[src/core/frfs_regs.svh]
`ifndef FRFS_REGS_SVH
`define FRFS_REGS_SVH
`define FRFS_OFF_RATESEL    8'h10
`define FRFS_OFF_DATA       8'h14
`define FRFS_OFF_SENSE      8'h1C
`define FRFS_OFF_STATUS     8'h20
`define FRFS_OFF_CLEAR      8'h24
`define FRFS_OFF_ENABLE     8'h28
`define FRFS_OFF_SETTINGS   8'h2C
`define FRFS_RATESEL_RESET  8'h02
`define FRFS_RATE_LSB       0
`define FRFS_PRECOMP_LSB    2
`define FRFS_SWRESET_BIT    7
`define FRFS_POWERDOWN_BIT  6
`define FRFS_CHANGE_BIT     7
`define FRFS_PC_000         3'h0
`define FRFS_PC_101         3'h5
`define FRFS_PC_110         3'h6
`define FRFS_PC_111         3'h7
`define FRFS_PS_417         18'd41700
`define FRFS_PS_833         18'd83300
`define FRFS_PS_1250        18'd125000
`define FRFS_PS_1667        18'd166700
`define FRFS_PS_2083        18'd208300
`define FRFS_PS_2500        18'd250000
`define FRFS_CLK_PS         18'd10000
`endif

[src/core/frfs_pkg.sv]
package frfs_pkg;
    typedef enum logic [1:0] {RATE500, RATE300, RATE250, RATE1M} frfs_rate_e;
    typedef logic [7:0] frfs_byte_t;
endpackage

[src/core/frfs_stack_if.sv]
`timescale 1ns/1ps
`default_nettype none
interface frfs_stack_if;
    logic                 push;
    logic                 pop;
    frfs_pkg::frfs_byte_t wrData;
    frfs_pkg::frfs_byte_t rdData;
    logic                 empty;
    logic                 full;
    logic                 flush;
    modport owner (output push, pop, wrData, flush, input rdData, empty, full);
    modport store (input push, pop, wrData, flush, output rdData, empty, full);
endinterface
`default_nettype wire

[src/core/frfs_byte_stack.sv]
`timescale 1ns/1ps
`default_nettype none
module frfs_byte_stack #(
    parameter int DEPTH = 16
) (
    // Clock and reset
    input  wire logic     clk,
    input  wire logic     rst,
    // Stack port
    frfs_stack_if.store   port
);
    localparam int AW = $clog2(DEPTH);
    typedef struct packed {
        logic [AW-1:0] wp;
        logic [AW-1:0] rp;
        logic [AW:0]   cnt;
        logic [7:0]    rd;
    } frfs_stk_s;
    frfs_stk_s   st_reg;
    frfs_stk_s   st_next;
    logic [7:0]  mem [DEPTH];
    logic        doPush;
    logic        doPop;
    assign doPush = port.push && (st_reg.cnt != (AW+1)'(DEPTH));
    assign doPop  = port.pop && (st_reg.cnt != '0);
    assign port.empty  = (st_reg.cnt == '0);
    assign port.full   = (st_reg.cnt == (AW+1)'(DEPTH));
    assign port.rdData = st_reg.rd;
    always_comb
    begin
        st_next = st_reg;
        if (doPush)
            st_next.wp = st_reg.wp + 1'b1;
        if (doPop)
            st_next.rp = st_reg.rp + 1'b1;
        st_next.cnt = st_reg.cnt + (AW+1)'(doPush) - (AW+1)'(doPop);
        if (port.flush)
        begin
            st_next.wp  = '0;
            st_next.rp  = '0;
            st_next.cnt = '0;
        end
        // Single entry onto the read bus, bypassing a write to the head slot
        st_next.rd = mem[st_next.rp];
        if (doPush && (st_reg.wp == st_next.rp))
            st_next.rd = port.wrData;
    end
    always_ff @(posedge clk)
    begin
        if (doPush)
            mem[st_reg.wp] <= port.wrData;
        if (rst)
            st_reg <= '0;
        else
            st_reg <= st_next;
    end
endmodule
`default_nettype wire

[src/core/frfs_top.sv]
`timescale 1ns/1ps
`default_nettype none
`include "frfs_regs.svh"
module frfs_top #(
    parameter int DEPTH = 16
) (
    // Clock and reset
    input  wire logic        clk,
    input  wire logic        rst,
    // AXI4-Lite write address, data and response
    input  wire logic [7:0]  s_axi_awaddr,
    input  wire logic        s_axi_awvalid,
    output logic             s_axi_awready,
    input  wire logic [31:0] s_axi_wdata,
    input  wire logic [3:0]  s_axi_wstrb,
    input  wire logic        s_axi_wvalid,
    output logic             s_axi_wready,
    output logic [1:0]       s_axi_bresp,
    output logic             s_axi_bvalid,
    input  wire logic        s_axi_bready,
    // AXI4-Lite read
    input  wire logic [7:0]  s_axi_araddr,
    input  wire logic        s_axi_arvalid,
    output logic             s_axi_arready,
    output logic [31:0]      s_axi_rdata,
    output logic [1:0]       s_axi_rresp,
    output logic             s_axi_rvalid,
    input  wire logic        s_axi_rready,
    // Controller core side
    input  wire logic        ctlResultValid,
    input  wire logic [7:0]  ctlResultByte,
    output logic             ctlCmdValid,
    output logic [7:0]       ctlCmdByte,
    output logic [1:0]       transferRateField,
    output logic [17:0]      precompDelayPs,
    output logic [4:0]       precompDelayCycles,
    output logic             softResetPulse,
    output logic             powerDown,
    // Drive pin
    input  wire logic        media_changed_pin_n,
    // Interrupt
    output logic             irq
);
    typedef struct packed {
        logic        awHeld;
        logic [7:0]  awAddr;
        logic        wHeld;
        logic [31:0] wData;
        logic [3:0]  wStrb;
        logic        bValid;
        logic [1:0]  bResp;
        logic        arDone;
        logic        rValid;
        logic [31:0] rData;
        logic [1:0]  rResp;
        logic        rdPending;
        logic [7:0]  rdAddr;
        logic [7:0]  rateSel;
        logic [1:0]  rateField;
        logic        cmdValid;
        logic [7:0]  cmdByte;
        logic        swReset;
        logic        pwrDown;
        logic [2:0]  chgSync;
        logic        chgState;
        logic [2:0]  status;
        logic [2:0]  enable;
        logic        irq;
        logic [17:0] pcPs;
        logic [4:0]  pcCyc;
    } frfs_top_s;
    frfs_top_s   st_reg;
    frfs_top_s   st_next;
    frfs_stack_if resIf ();
    frfs_stack_if cmdIf ();
    frfs_byte_stack #(.DEPTH(DEPTH)) u_result (
        .clk  (clk),
        .rst  (rst),
        .port (resIf.store)
    );
    frfs_byte_stack #(.DEPTH(DEPTH)) u_command (
        .clk  (clk),
        .rst  (rst),
        .port (cmdIf.store)
    );
    logic        wrFire;
    logic        rdFire;
    logic [7:0]  sense;
    logic [17:0] pcSel;
    logic [2:0]  pcCode;
    always_comb
    begin
        st_next = st_reg;
        wrFire = 1'b0;
        rdFire = 1'b0;
        sense = 8'h00;
        pcSel = 18'h00000;
        pcCode = st_reg.rateSel[`FRFS_PRECOMP_LSB +: 3];
        resIf.push = ctlResultValid;
        resIf.wrData = ctlResultByte;
        resIf.pop = 1'b0;
        resIf.flush = st_reg.swReset;
        cmdIf.push = 1'b0;
        cmdIf.wrData = st_reg.wData[7:0];
        cmdIf.flush = st_reg.swReset;
        cmdIf.pop = !cmdIf.empty;
        st_next.cmdValid = !cmdIf.empty;
        st_next.cmdByte = cmdIf.rdData;
        st_next.swReset = 1'b0;
        // Pin synchroniser
        st_next.chgSync = {st_reg.chgSync[1:0], media_changed_pin_n};
        if (st_reg.chgSync[2] == st_reg.chgSync[1])
            st_next.chgState = st_reg.chgSync[2];
        sense = {~st_reg.chgState, 7'h00};
        // Write channel
        if (s_axi_awvalid && !st_reg.awHeld && !st_reg.bValid)
        begin
            st_next.awHeld = 1'b1;
            st_next.awAddr = s_axi_awaddr;
        end
        if (s_axi_wvalid && !st_reg.wHeld && !st_reg.bValid)
        begin
            st_next.wHeld = 1'b1;
            st_next.wData = s_axi_wdata;
            st_next.wStrb = s_axi_wstrb;
        end
        if (st_reg.awHeld && st_reg.wHeld && !st_reg.bValid)
        begin
            wrFire = st_reg.wStrb[0];
            st_next.awHeld = 1'b0;
            st_next.wHeld = 1'b0;
            st_next.bValid = 1'b1;
            st_next.bResp = 2'b00;
            unique case (st_reg.awAddr)
                `FRFS_OFF_RATESEL:
                    if (wrFire)
                    begin
                        st_next.rateSel = st_reg.wData[7:0];
                        st_next.rateField = st_reg.wData[`FRFS_RATE_LSB +: 2];
                        st_next.swReset = st_reg.wData[`FRFS_SWRESET_BIT];
                        st_next.pwrDown = st_reg.wData[`FRFS_POWERDOWN_BIT];
                    end
                `FRFS_OFF_DATA:
                    if (wrFire)
                    begin
                        cmdIf.push = 1'b1;
                        st_next.pwrDown = 1'b0;
                    end
                `FRFS_OFF_SENSE:
                    if (wrFire)
                        st_next.rateField = st_reg.wData[`FRFS_RATE_LSB +: 2];
                `FRFS_OFF_CLEAR:
                    if (wrFire)
                        st_next.status = st_reg.status & ~st_reg.wData[2:0];
                `FRFS_OFF_ENABLE:
                    if (wrFire)
                        st_next.enable = st_reg.wData[2:0];
                default:
                    st_next.bResp = 2'b10;
            endcase
        end
        if (st_reg.bValid && s_axi_bready)
            st_next.bValid = 1'b0;
        // Read channel
        st_next.arDone = 1'b0;
        if (s_axi_arvalid && !st_reg.rdPending && !st_reg.rValid && !st_reg.arDone)
        begin
            st_next.arDone = 1'b1;
            st_next.rdPending = 1'b1;
            st_next.rdAddr = s_axi_araddr;
        end
        if (st_reg.rdPending)
        begin
            rdFire = 1'b1;
            st_next.rdPending = 1'b0;
            st_next.rValid = 1'b1;
            st_next.rResp = 2'b00;
            st_next.rData = 32'h0000_0000;
            unique case (st_reg.rdAddr)
                `FRFS_OFF_DATA:
                begin
                    st_next.rData = {24'h000000, resIf.rdData};
                    resIf.pop = 1'b1;
                    st_next.pwrDown = 1'b0;
                end
                `FRFS_OFF_SENSE:
                    st_next.rData = {24'h000000, sense};
                `FRFS_OFF_STATUS:
                    st_next.rData = {29'h0, st_reg.status};
                `FRFS_OFF_ENABLE:
                    st_next.rData = {29'h0, st_reg.enable};
                `FRFS_OFF_SETTINGS:
                    st_next.rData = {22'h0, st_reg.pwrDown, resIf.empty, cmdIf.full,
                        st_reg.rateSel[4:2], st_reg.rateField, 2'b00};
                `FRFS_OFF_RATESEL, `FRFS_OFF_CLEAR:
                    st_next.rData = 32'h0000_0000;
                default:
                    st_next.rResp = 2'b10;
            endcase
        end
        if (st_reg.rValid && s_axi_rready)
            st_next.rValid = 1'b0;
        // Precompensation delay
        unique case (pcCode)
            `FRFS_PC_000:
                pcSel = (st_reg.rateField == frfs_pkg::RATE1M) ? `FRFS_PS_417
                                                                : `FRFS_PS_1250;
            3'h1:         pcSel = `FRFS_PS_417;
            3'h2:         pcSel = `FRFS_PS_833;
            3'h3:         pcSel = `FRFS_PS_1250;
            3'h4:         pcSel = `FRFS_PS_1667;
            `FRFS_PC_101: pcSel = `FRFS_PS_2083;
            `FRFS_PC_110: pcSel = `FRFS_PS_2500;
            `FRFS_PC_111: pcSel = 18'h00000;
        endcase
        st_next.pcPs = pcSel;
        st_next.pcCyc = 5'((pcSel + `FRFS_CLK_PS / 18'd2) / `FRFS_CLK_PS);
        // Sticky events; set wins over clear
        st_next.status = st_next.status | {resIf.full,
            (st_reg.chgState != st_reg.chgSync[2]) && (st_reg.chgSync[2] == st_reg.chgSync[1]),
            ctlResultValid};
        st_next.irq = |(st_next.status & st_reg.enable);
        if (st_reg.swReset)
            st_next.cmdValid = 1'b0;
    end
    always_ff @(posedge clk)
    begin
        if (rst)
        begin
            st_reg <= '0;
            st_reg.rateSel <= `FRFS_RATESEL_RESET;
            st_reg.rateField <= 2'(frfs_pkg::RATE250);
            st_reg.chgSync <= 3'b111;
            st_reg.chgState <= 1'b1;
            st_reg.pcPs <= `FRFS_PS_1250;
            st_reg.pcCyc <= 5'd13;
        end
        else
            st_reg <= st_next;
    end
    assign s_axi_awready      = st_reg.awHeld;
    assign s_axi_wready       = st_reg.wHeld;
    assign s_axi_bvalid       = st_reg.bValid;
    assign s_axi_bresp        = st_reg.bResp;
    assign s_axi_arready      = st_reg.arDone;
    assign s_axi_rvalid       = st_reg.rValid;
    assign s_axi_rdata        = st_reg.rData;
    assign s_axi_rresp        = st_reg.rResp;
    assign ctlCmdValid        = st_reg.cmdValid;
    assign ctlCmdByte         = st_reg.cmdByte;
    assign transferRateField  = st_reg.rateField;
    assign precompDelayPs     = st_reg.pcPs;
    assign precompDelayCycles = st_reg.pcCyc;
    assign softResetPulse     = st_reg.swReset;
    assign powerDown          = st_reg.pwrDown;
    assign irq                = st_reg.irq;
endmodule
`default_nettype wire

[config.mk]
export PLATFORM = sky130hd
export DESIGN_NAME = frfs_top
export DESIGN_NICKNAME = d
export VERILOG_FILES = /design/src/core/frfs_pkg.sv /design/src/core/frfs_stack_if.sv /design/src/core/frfs_byte_stack.sv /design/src/core/frfs_top.sv
export VERILOG_INCLUDE_DIRS = /design/src /design/src/core
export SDC_FILE = /design/constraint.sdc
export NUM_CORES = 1
export LEC_CHECK = 0
export BUFFER_PORTS_ARGS = -buffer_cell sky130_fd_sc_hd__clkbuf_2
export CAP_MARGIN = 30
export CORE_MARGIN = 5
export CORE_UTILIZATION = 55
export CTS_CLUSTER_SIZE = 28
export DETAILED_ROUTE_END_ITERATION = 8
export PLACE_DENSITY = 0.74
export SLEW_MARGIN = 15
export SYNTH_ARGS = -nofsm -noshare
export SYNTH_HDL_FRONTEND = slang
export SYNTH_HIERARCHICAL = 1
export SYNTH_SLANG_ARGS = --single-unit
export TNS_END_PERCENT = 1
[constraint.sdc]
create_clock -name clk -period 5.63 [get_ports clk]
set_input_delay 0.2815 -clock clk [delete_from_list [all_inputs] [get_ports clk]]
set_output_delay 0.2815 -clock clk [all_outputs]
set_load 0.02 [all_outputs]
; ---- After elaboration in Yosys (flattened, before gate mapping)
; Memory sizes are Yosys's and may differ from the RTL's. A register that Yosys moved wholly into a read port is not among the register bits.
; Index checks and enable logic that the tools add are counted.
; Widths: inputs -> output; s select.
[word_totals]
ram_bits = 256
n_memories = 2
in_bits = 69
regBits = 145
[op_classes]
n_reduce_logical = 41
muxes = 33
n_div = 1
n_addsub = 9
n_eq_ne = 28
bitwise_logic = 8
[mem_list]
columns = memory, words, word_bits, rd, rd_clocked_by_memory_dff, wr, line_no
row1 = u_command.mem, 16, 8, 1, 1, 1, frfs_byte_stack.sv:21  ; logic [7:0] mem [DEPTH];
row2 = u_result.mem, 16, 8, 1, 1, 1, frfs_byte_stack.sv:21
[ops]
columns = cell, count
row1 = $pmux 18 s8, 1
row2 = $pmux 10 s5, 1
row3 = $eq 8x5->1 const B, 6
row4 = $eq 8x6->1 const B, 6
row5 = $add 18x13->18 const B, 1
row6 = $div 18x14->18 const B, 1
row7 = $mux 9, 2
row8 = $mux 17, 1
row9 = $add 4x1->4 const B, 4
row10 = $logic_and 1x1->1, 16
row11 = $mux 1, 15
row12 = $eq 3x3->1 const B, 4
row13 = $mux 3, 4
row14 = $add 5x1->5, 2
row15 = $eq 5x5->1 const B, 2
row16 = $logic_not 5->1, 2
row17 = $ne 5x5->1 const B, 2
row18 = $reduce_bool 5->1, 2
row19 = $reduce_or 2->1, 5
row20 = $sub 5x1->5, 2
row21 = $mux 2, 4
row22 = $mux 4, 2
row23 = $logic_not 1->1, 7
row24 = $reduce_or 7->1, 1
row25 = other kinds (20), 27

; ---- Longest topological paths before layout
; Gate-level depths: netlist (run 1).
[logic_depth]
depth_word = 8
ltp_mapped = 17

; ---- Modules after synthesis
; Netlist (run 1), hierarchy kept.
[by_module_without_submodules]
columns = mod, instances, cells_each, area_each_um2
row1 = frfs_byte_stack (u_command), 1, 493, 6523.8
row2 = frfs_byte_stack (u_result), 1, 478, 6495.0
row3 = frfs_top, 1, 439, 4010.1

; ---- Least setup slack after synthesis (run 1)
; No wires, ideal clock.
[synth_path]
path_type = register to register
startpoint = reg st_reg[140] (netlist bit)
endpoint = reg u_command/st_reg[12] (netlist bit)
t_required_ns = 5.558
arrival_ns = 3.218
n_path_buf = 2
stages_incl_launch_ff = 18
setup_time_ns = 0.072
path_slack_ns = 2.341
path_cell_list = dfxtp_1 or4_4 buf_6 nor3_1 and2_1 nor2b_1 clkbuf_1 inv_1 ha_1 inv_1 ha_1 inv_1 fa_1 inv_1 a21oi_1 nor2_1 or3_1 a21oi_1
[synth_between]
elab_chain_len = 6
[synth_rtl]
columns = item, line_no
row1 = start: declaration, frfs_top.sv:72  ; frfs_top_s st_reg;
row2 = start signal: assignment, frfs_top.sv:239  ; st_reg <= st_next;
row3 = $eq 8x5->1, frfs_top.sv:134  ; unique case (st_reg.awAddr)
row4 = $mux 1, frfs_top.sv:134
row5 = $mux 1, frfs_top.sv:127  ; if (st_reg.awHeld && st_reg.wHeld && !st_reg.bValid)
row6 = net cmdIf.push, frfs_stack_if.sv:4  ; logic push;
row7 = $logic_and 1x1->1, frfs_byte_stack.sv:24  ; assign doPush = port.push && (st_reg.cnt != (AW+1)'(DEPTH));
row8 = $add 5x1->5, frfs_byte_stack.sv:36  ; st_next.cnt = st_reg.cnt + (AW+1)'(doPush) - (AW+1)'(doPop);
row9 = $sub 5x1->5, frfs_byte_stack.sv:36
row10 = end signal: assignment, frfs_byte_stack.sv:55  ; st_reg <= st_next;
row11 = end: declaration, frfs_byte_stack.sv:19  ; frfs_stk_s st_reg;
; The timed path passes the listed nets, and every way through them passes these cells.
; A chain may end at the register's enable or synchronous reset.

; ---- Final worst setup path (run 1)
[layout_path]
startpoint = reg u_command/st_reg[10] (netlist bit)
endpoint = reg, netlist name u_command/port.rdData[6]
[layout_between]
elab_chain_len = 5
[layout_rtl]
columns = item, line_no
row1 = $logic_not 5->1, frfs_byte_stack.sv:26  ; assign port.empty = (st_reg.cnt == '0);
row2 = net cmdIf.empty, frfs_stack_if.sv:8  ; logic empty;
row3 = $logic_not 1->1, frfs_top.sv:106  ; cmdIf.pop = !cmdIf.empty;
row4 = net cmdIf.pop, frfs_stack_if.sv:5  ; logic pop;
row5 = $logic_and 1x1->1, frfs_byte_stack.sv:25  ; assign doPop = port.pop && (st_reg.cnt != '0);
row6 = $mux 4, frfs_byte_stack.sv:34  ; if (doPop)
row7 = $mux 9, frfs_byte_stack.sv:37  ; if (port.flush)
; The timed path passes the listed nets, and every way through them passes these cells.

==> summary.md, run 1 <==
• initial antenna violation count: 0
• max-slew violation total from the final report: 0
• startpoint of the worst hold path: s_axi_wstrb[0]
• first-pass GRT wire length: 57700 um
• kind of start point of the critical path: register
• fraction of the yosys area taken by sequential cells: 0.604
• EDFF count, synth: 256
• fraction of power spent switching nets: 0.221
• DP Wirelength: 23700 um
• Static Leak: 7.06 nW
• Max Cap Violations: 0
• CTS clock-pin slew for the worst setup and hold paths: 60 ps
• count of cells resized by post-cts repair: 0
• setup repair after global routing missed its margin: false
• Syn Area/Cell: 12.1 sq um
• number of register bits inferred by synthesis: 386
• synth unique cells: 93
• worst path arrival time: 4410 ps
• Sw Pwr: 0.00136 W
• Total GRT Usage: 0.213
• die area: 34600 sq um
• buffers from clock root to sink, at most: 3
• total negative slack: 0 ps
• Setup-failing EPs final: 0
• Gate power share: 0.064
• average routed wire per standard cell: 19.8 um
• total setup buffers inserted after CTS: 0
• internal cell power: 0.00481 W
• detailed-route via count: 10983
• total I/O pin count: 147
• leading post-synthesis cells by cell area: sky130_fd_sc_hd__edfxtp_1 (45%), sky130_fd_sc_hd__dfxtp_1 (15%), sky130_fd_sc_hd__mux2i_1 (5.8%)
• final hold violation count: 0
• dominant register cell in the synthesized netlist: sky130_fd_sc_hd__edfxtp_1
• total number of yosys warnings: 6
• Worst Reg-to-Reg Cells: 13
• kind of path behind the tightest hold check: input pin to register
• Power per Cell Area: 329 nW/um^2
• tightest hold margin: 14.6 ps
• peak supply drop: 316 uV
• CTS sink count: 386
• Final #Nets: 1551
• relative contribution of sequential cells to total power: 0.512
• initial standard-cell utilization of the core: 0.557
• pin count of the biggest net entering global routing: 54
• total standard cell area after synthesis: 17000 sq um
• Max Clk Rate: 0.250 GHz
• post-route clock period utilization: 0.711
• clock buffer count from CTS: 40
• area share of the leading cell type in the synthesized netlist: 0.451
• setup skew after layout: 31.1 ps
• post-DR vias/cell: 5.83
• H-Tree Level Count: 2
• cell taking the most area after synthesis: sky130_fd_sc_hd__edfxtp_1
• number of placement rows: 64
• Async SR Flop Fraction: 0
• vias in the first global route: 10679
• total congestion overflow: 0
• Routed WL: 37400 um
• clock root buffer: sky130_fd_sc_hd__clkbuf_16
• reg2reg start: u_command/st_reg[10]
• crit path time final: 4010 ps
• Placer Congestion: 0.881
• fraction of power consumed by the clock network: 0.424
• instance count along the most critical hold path: 3
• fraction of final layout cells with drive strength greater than 1: 0.149
• critical setup path kind: register to register
• endpoint class of the critical path: register
• drt drc: 0
• Worst Max-Slew Pin Slew: 949 ps
• Die Wd: 186 um
• clock latency on the worst-skew pair: 530 ps
• critical path fanouts, max: 16
• number of antenna-violating nets in the routed design: 0
• launching instance or port of the critical path: u_command/st_reg[10]
• area grow syn2layout: 10.2%
• I/O Buffers: 93
• CTS tree: yes
• post-synthesis instance total: 1410
• vertical die dimension: 186 um
• number of iterations in the first detailed-routing pass: 5
• core area: 30600 sq um
• required time of the worst setup path: 6030 ps
• drt initial violations: 1249
• outcome: complete, no violations
• number of antenna diodes: 0
• relative slew slack: 0.366
-- final timing paths --
path | end | slack, ps
min | st_reg[103] | 10
max reg2reg | u_command/port.rdData[6] | 1620
max | u_command/port.rdData[6] | 1620
min reg2reg | st_next[33] | 420
-- synthesized netlist by cell type (all sizes together), types with 11 or more instances --
| library cell | number |
|---|---|
| a221o | 11 |
| nor2 | 123 |
| nor3 | 23 |
| a221oi | 11 |
| nand3 | 59 |
| edfxtp | 256 |
| ha | 25 |
| a21oi | 51 |
| nor2b | 24 |
| a31oi | 12 |
| o21ai | 40 |
| mux2i | 99 |
| inv | 39 |
| nand4 | 12 |
| xor2 | 11 |
| buf | 116 |
| a211oi | 13 |
| xnor2 | 12 |
| nand2b | 13 |
| o211ai | 15 |
| nand2 | 132 |
| dfxtp | 130 |
| clkbuf | 38 |
-- layout make-up --
type,count,area (sq um)
inverter,45,175
tap,396,495
timing repair buffer,132,820
sequential,386,10300
fill,2337,11800
multi-input combinational,850,5660
clock buffer,53,1100
clock inverter,21,218
-- per-layer routing --
layer | up-vias | wire length, um | GRT usage
li1 | 5133 | - | -
met1 | 5350 | 15500 | 0.288
met2 | 416 | 18300 | 0.353
met3 | 84 | 2370 | 0.0313
met4 | 0 | 1200 | 0.0761
met5 | - | 0 | 0
-- power groups by stage --
stage                     Combinational [W]  Sequential, W  Clock [W]
after floorplan                    0.000324        0.00320          0
after global routing               0.000444        0.00317    0.00279
after CTS                          0.000395        0.00317    0.00267
after global placement             0.000367        0.00322          0
after detailed placement           0.000378        0.00322          0
final                              0.000398        0.00316    0.00262
-- through the flow --
step           instance area [sq um]  setup WS [ps]  total power (W)   util  instances
4_1_cts                        18700           1560          0.00623  0.613       1881
3_5_place_dp                   17200           1550          0.00360  0.563       1787
6_report                       18800           1620          0.00618  0.613       1883
5_1_grt                        18800           1400          0.00640  0.613       1883
2_1_floorplan                  17100           2340          0.00353      -       1435
3_3_place_gp                   17200           1590          0.00359  0.562       1783
-- layout by cell type (no fill, tap or decap), types with 26 or more instances in the layout --
master	n
sky130_fd_sc_hd__mux2i_1	99
sky130_fd_sc_hd__nand3_1	59
sky130_fd_sc_hd__inv_1	39
sky130_fd_sc_hd__clkbuf_16	42
sky130_fd_sc_hd__nor2_1	119
sky130_fd_sc_hd__clkbuf_2	92
sky130_fd_sc_hd__dfxtp_1	130
sky130_fd_sc_hd__edfxtp_1	256
sky130_fd_sc_hd__conb_1	26
sky130_fd_sc_hd__o21ai_0	35
sky130_fd_sc_hd__nand2_1	132
sky130_fd_sc_hd__a21oi_1	50
-- kinds of logic after synthesis --
group                    after synthesis  synth area share
XOR/XNOR                              23            0.0129
adder cells (fa/ha/maj)               27            0.0207
flip-flops                           386             0.604
AO/OA/AOI/OAI                        219            0.0969
multiplexers                         102            0.0611
buffers and inverters                199            0.0699
other                                  1          0.000220
AND/OR/NAND/NOR                      453             0.134
-- worst max-delay path, cell delays in order, from the launching register on --
cell	delay [ps]
sky130_fd_sc_hd__dfxtp_1	310
sky130_fd_sc_hd__inv_1	70
sky130_fd_sc_hd__ha_1	160
sky130_fd_sc_hd__or4b_4	580
sky130_fd_sc_hd__clkinv_2	180
sky130_fd_sc_hd__inv_1	210
sky130_fd_sc_hd__inv_1	290
sky130_fd_sc_hd__o21ai_1	310
sky130_fd_sc_hd__buf_4	290
sky130_fd_sc_hd__a41oi_1	250
sky130_fd_sc_hd__nor3_1	90
sky130_fd_sc_hd__o211ai_2	700
sky130_fd_sc_hd__o211ai_1	220
sky130_fd_sc_hd__o211a_1	210
-- what timing repair did --
item	CTS	global route
setup endpoints to repair	0	0
hold endpoints to repair	20	0
hold buffers	20	0
Power figures use the tool's default switching activity.
==> inputs of run 2 (changes only) <==
--- a/config.mk
+++ b/config.mk
@@ -9,10 +9,10 @@
 export BUFFER_PORTS_ARGS = -buffer_cell sky130_fd_sc_hd__clkbuf_2
 export CAP_MARGIN = 30
 export CORE_MARGIN = 5
-export CORE_UTILIZATION = 55
+export CORE_UTILIZATION = 54
 export CTS_CLUSTER_SIZE = 28
 export DETAILED_ROUTE_END_ITERATION = 8
-export PLACE_DENSITY = 0.74
+export PLACE_DENSITY = 0.76
 export SLEW_MARGIN = 15
 export SYNTH_ARGS = -nofsm -noshare
 export SYNTH_HDL_FRONTEND = slang
==> constraint.sdc (replaced) <==
create_clock -name clk -period 3.6 [get_ports clk]
set_input_delay 0.18 -clock clk [delete_from_list [all_inputs] [get_ports clk]]
set_output_delay 0.18 -clock clk [all_outputs]
set_load 0.02 [all_outputs]
==> run 2 against run 1 <==
Clock power increased by 51%; non-clock buffer count increased by 44; setup slack got worse by 1400 ps; hold slack gained 70 ps; critical path depth unchanged; global-route usage down 0.49 points; via count up 1.4%; critical endpoint unchanged; highest routed layer unchanged.
==> summary.md, run 2 (synthesized netlist as in run 1, its figures left out) <==
• outcome: complete, no violations
• final hold violation count: 0
• pin count of the biggest net entering global routing: 38
• initial standard-cell utilization of the core: 0.544
• number of iterations in the first detailed-routing pass: 5
• number of placement rows: 65
• H-Tree Level Count: 2
• post-DR vias/cell: 5.78
• tightest hold margin: 84.2 ps
• Total GRT Usage: 0.208
• Max Cap Violations: 0
• clock latency on the worst-skew pair: 530 ps
• total power: 0.00954 W
• buffers from clock root to sink, at most: 3
• number of antenna-violating nets in the routed design: 0
• fraction of power spent switching nets: 0.219
• peak supply drop: 418 uV
• Placer Congestion: 0.836
• number of antenna diodes: 0
• critical path fanouts, max: 16
• CTS clock-pin slew for the worst setup and hold paths: 60 ps
• total congestion overflow: 0
• worst slack, placed: 169 ps
• setup skew after layout: 24.0 ps
• internal cell power: 0.00745 W
• kind of path behind the tightest hold check: input pin to register
• endpoint class of the critical path: register
• Static Leak: 7.27 nW
• fraction of final layout cells with drive strength greater than 1: 0.170
• drt initial violations: 1037
• area grow syn2layout: 12.1%
• Setup-failing EPs final: 0
• kind of start point of the critical path: register
• post-layout util: 0.610
• fraction of power consumed by the clock network: 0.415
• CTS tree: yes
• first-pass GRT wire length: 59000 um
• initial antenna violation count: 0
• worst path arrival time: 3800 ps
• Worst Max-Slew Pin Slew: 921 ps
• drt drc: 0
• required time of the worst setup path: 4020 ps
• relative slew slack: 0.384
• critical setup path kind: register to register
• post-route clock period utilization: 0.941
• most frequent cells in the layout: sky130_fd_sc_hd__edfxtp_1 (256), sky130_fd_sc_hd__nand2_1 (132), sky130_fd_sc_hd__dfxtp_1 (130), sky130_fd_sc_hd__nor2_1 (119), sky130_fd_sc_hd__mux2i_1 (99)
• DP Wirelength: 24400 um
• I/O Buffers: 93
• average routed wire per standard cell: 19.4 um
• clock root buffer: sky130_fd_sc_hd__clkbuf_16
• Final #Nets: 1594
• Die Wd: 188 um
• Sw Pwr: 0.00209 W
• core area: 31300 sq um
• commonest non-fill, non-tap cell in the layout: sky130_fd_sc_hd__edfxtp_1
• vertical die dimension: 188 um
• Routed WL: 37500 um
• relative contribution of sequential cells to total power: 0.518
• clock buffer count from CTS: 39
• crit path time final: 3390 ps
• Power per Cell Area: 500 nW/um^2
• die area: 35200 sq um
• post-layout worst setup margin: 213 ps
• max-slew violation total from the final report: 0
• detailed-route via count: 11140
• CTS sink count: 386
• Gate power share: 0.067
• total I/O pin count: 147
• vias in the first global route: 10862
• Max Clk Rate: 0.295 GHz
[run 2: cell types whose count changed in the layout (fill, tap and decap cells not counted), sizes merged]
cell	before	now
clkinv	21	18
inv	40	39
clkbuf	146	145
dlygate4sd3	20	29
buf	19	55
[run 2: repair_timing]
item                                   4_1_cts  5_1_grt
gates resized for setup                      0        1
setup buffers                                0        2
hold buffers                                29        0
setup endpoints to repair                    0        9
endpoints found under the hold margin       29        0
[run 2: cell type report]
class	instances	area [sq um]
Clock buffer	53	1070
Clock inverter	17	185
Fill cell	2388	12200
Inverter	45	179
Multi-Input combinational cell	850	5670
Sequential cell	386	10300
Tap cell	402	503
Timing Repair Buffer	176	1200
[run 2: routing by layer]
metal / GRT usage / share of wire / vias up
met5: 0 / 0 / -
li1: - / - / 5216
met1: 0.272 / 0.41 / 5414
met4: 0.0672 / 0.029 / 0
met2: 0.361 / 0.50 / 434
met3: 0.0272 / 0.058 / 76
[run 2: final timing paths]
kind                                          startpoint                       end  slack (ps)  cells past startpoint
worst min-delay path                                 rst           cmdIf.wrData[7]          80                      2
worst min register to register  u_command/port.rdData[0]             ctlCmdByte[0]         440                      1
worst max-delay path                u_command/st_reg[10]  u_command/port.rdData[6]         210                     13
worst max register to register      u_command/st_reg[10]  u_command/port.rdData[6]         210                     13
[run 2: stage by stage]
| stage | instances | setup TNS (ps) | instance area (sq um) |
|---|---|---|---|
| final | 1929 | 0 | 19100 |
| after global routing | 1929 | -22.1 | 19100 |
| after CTS | 1927 | 0 | 19100 |
| after detailed placement | 1828 | 0 | 17500 |
| after global placement | 1828 | 0 | 17500 |
| after floorplan | 1435 | 0 | 17100 |
[run 2: critical path, cell delays in order (launching register included)]
cell	delay [ps]
sky130_fd_sc_hd__dfxtp_1	310
sky130_fd_sc_hd__inv_1	80
sky130_fd_sc_hd__ha_1	150
sky130_fd_sc_hd__or4b_4	570
sky130_fd_sc_hd__clkinv_2	200
sky130_fd_sc_hd__clkinvlp_4	170
sky130_fd_sc_hd__inv_1	100
sky130_fd_sc_hd__buf_4	160
sky130_fd_sc_hd__o21ai_1	130
sky130_fd_sc_hd__a41oi_1	260
sky130_fd_sc_hd__nor3_1	90
sky130_fd_sc_hd__o211ai_2	650
sky130_fd_sc_hd__o211ai_1	220
sky130_fd_sc_hd__o211a_1	170
[run 2: power by group through the flow]
stage	clock [W]	sequential [W]	combinational (W)
final	0.00396	0.00494	0.000638
after global routing	0.00423	0.00495	0.000712
after CTS	0.00404	0.00494	0.000637
after detailed placement	0	0.00504	0.000609
after global placement	0	0.00503	0.000590
after floorplan	0	0.00501	0.000506
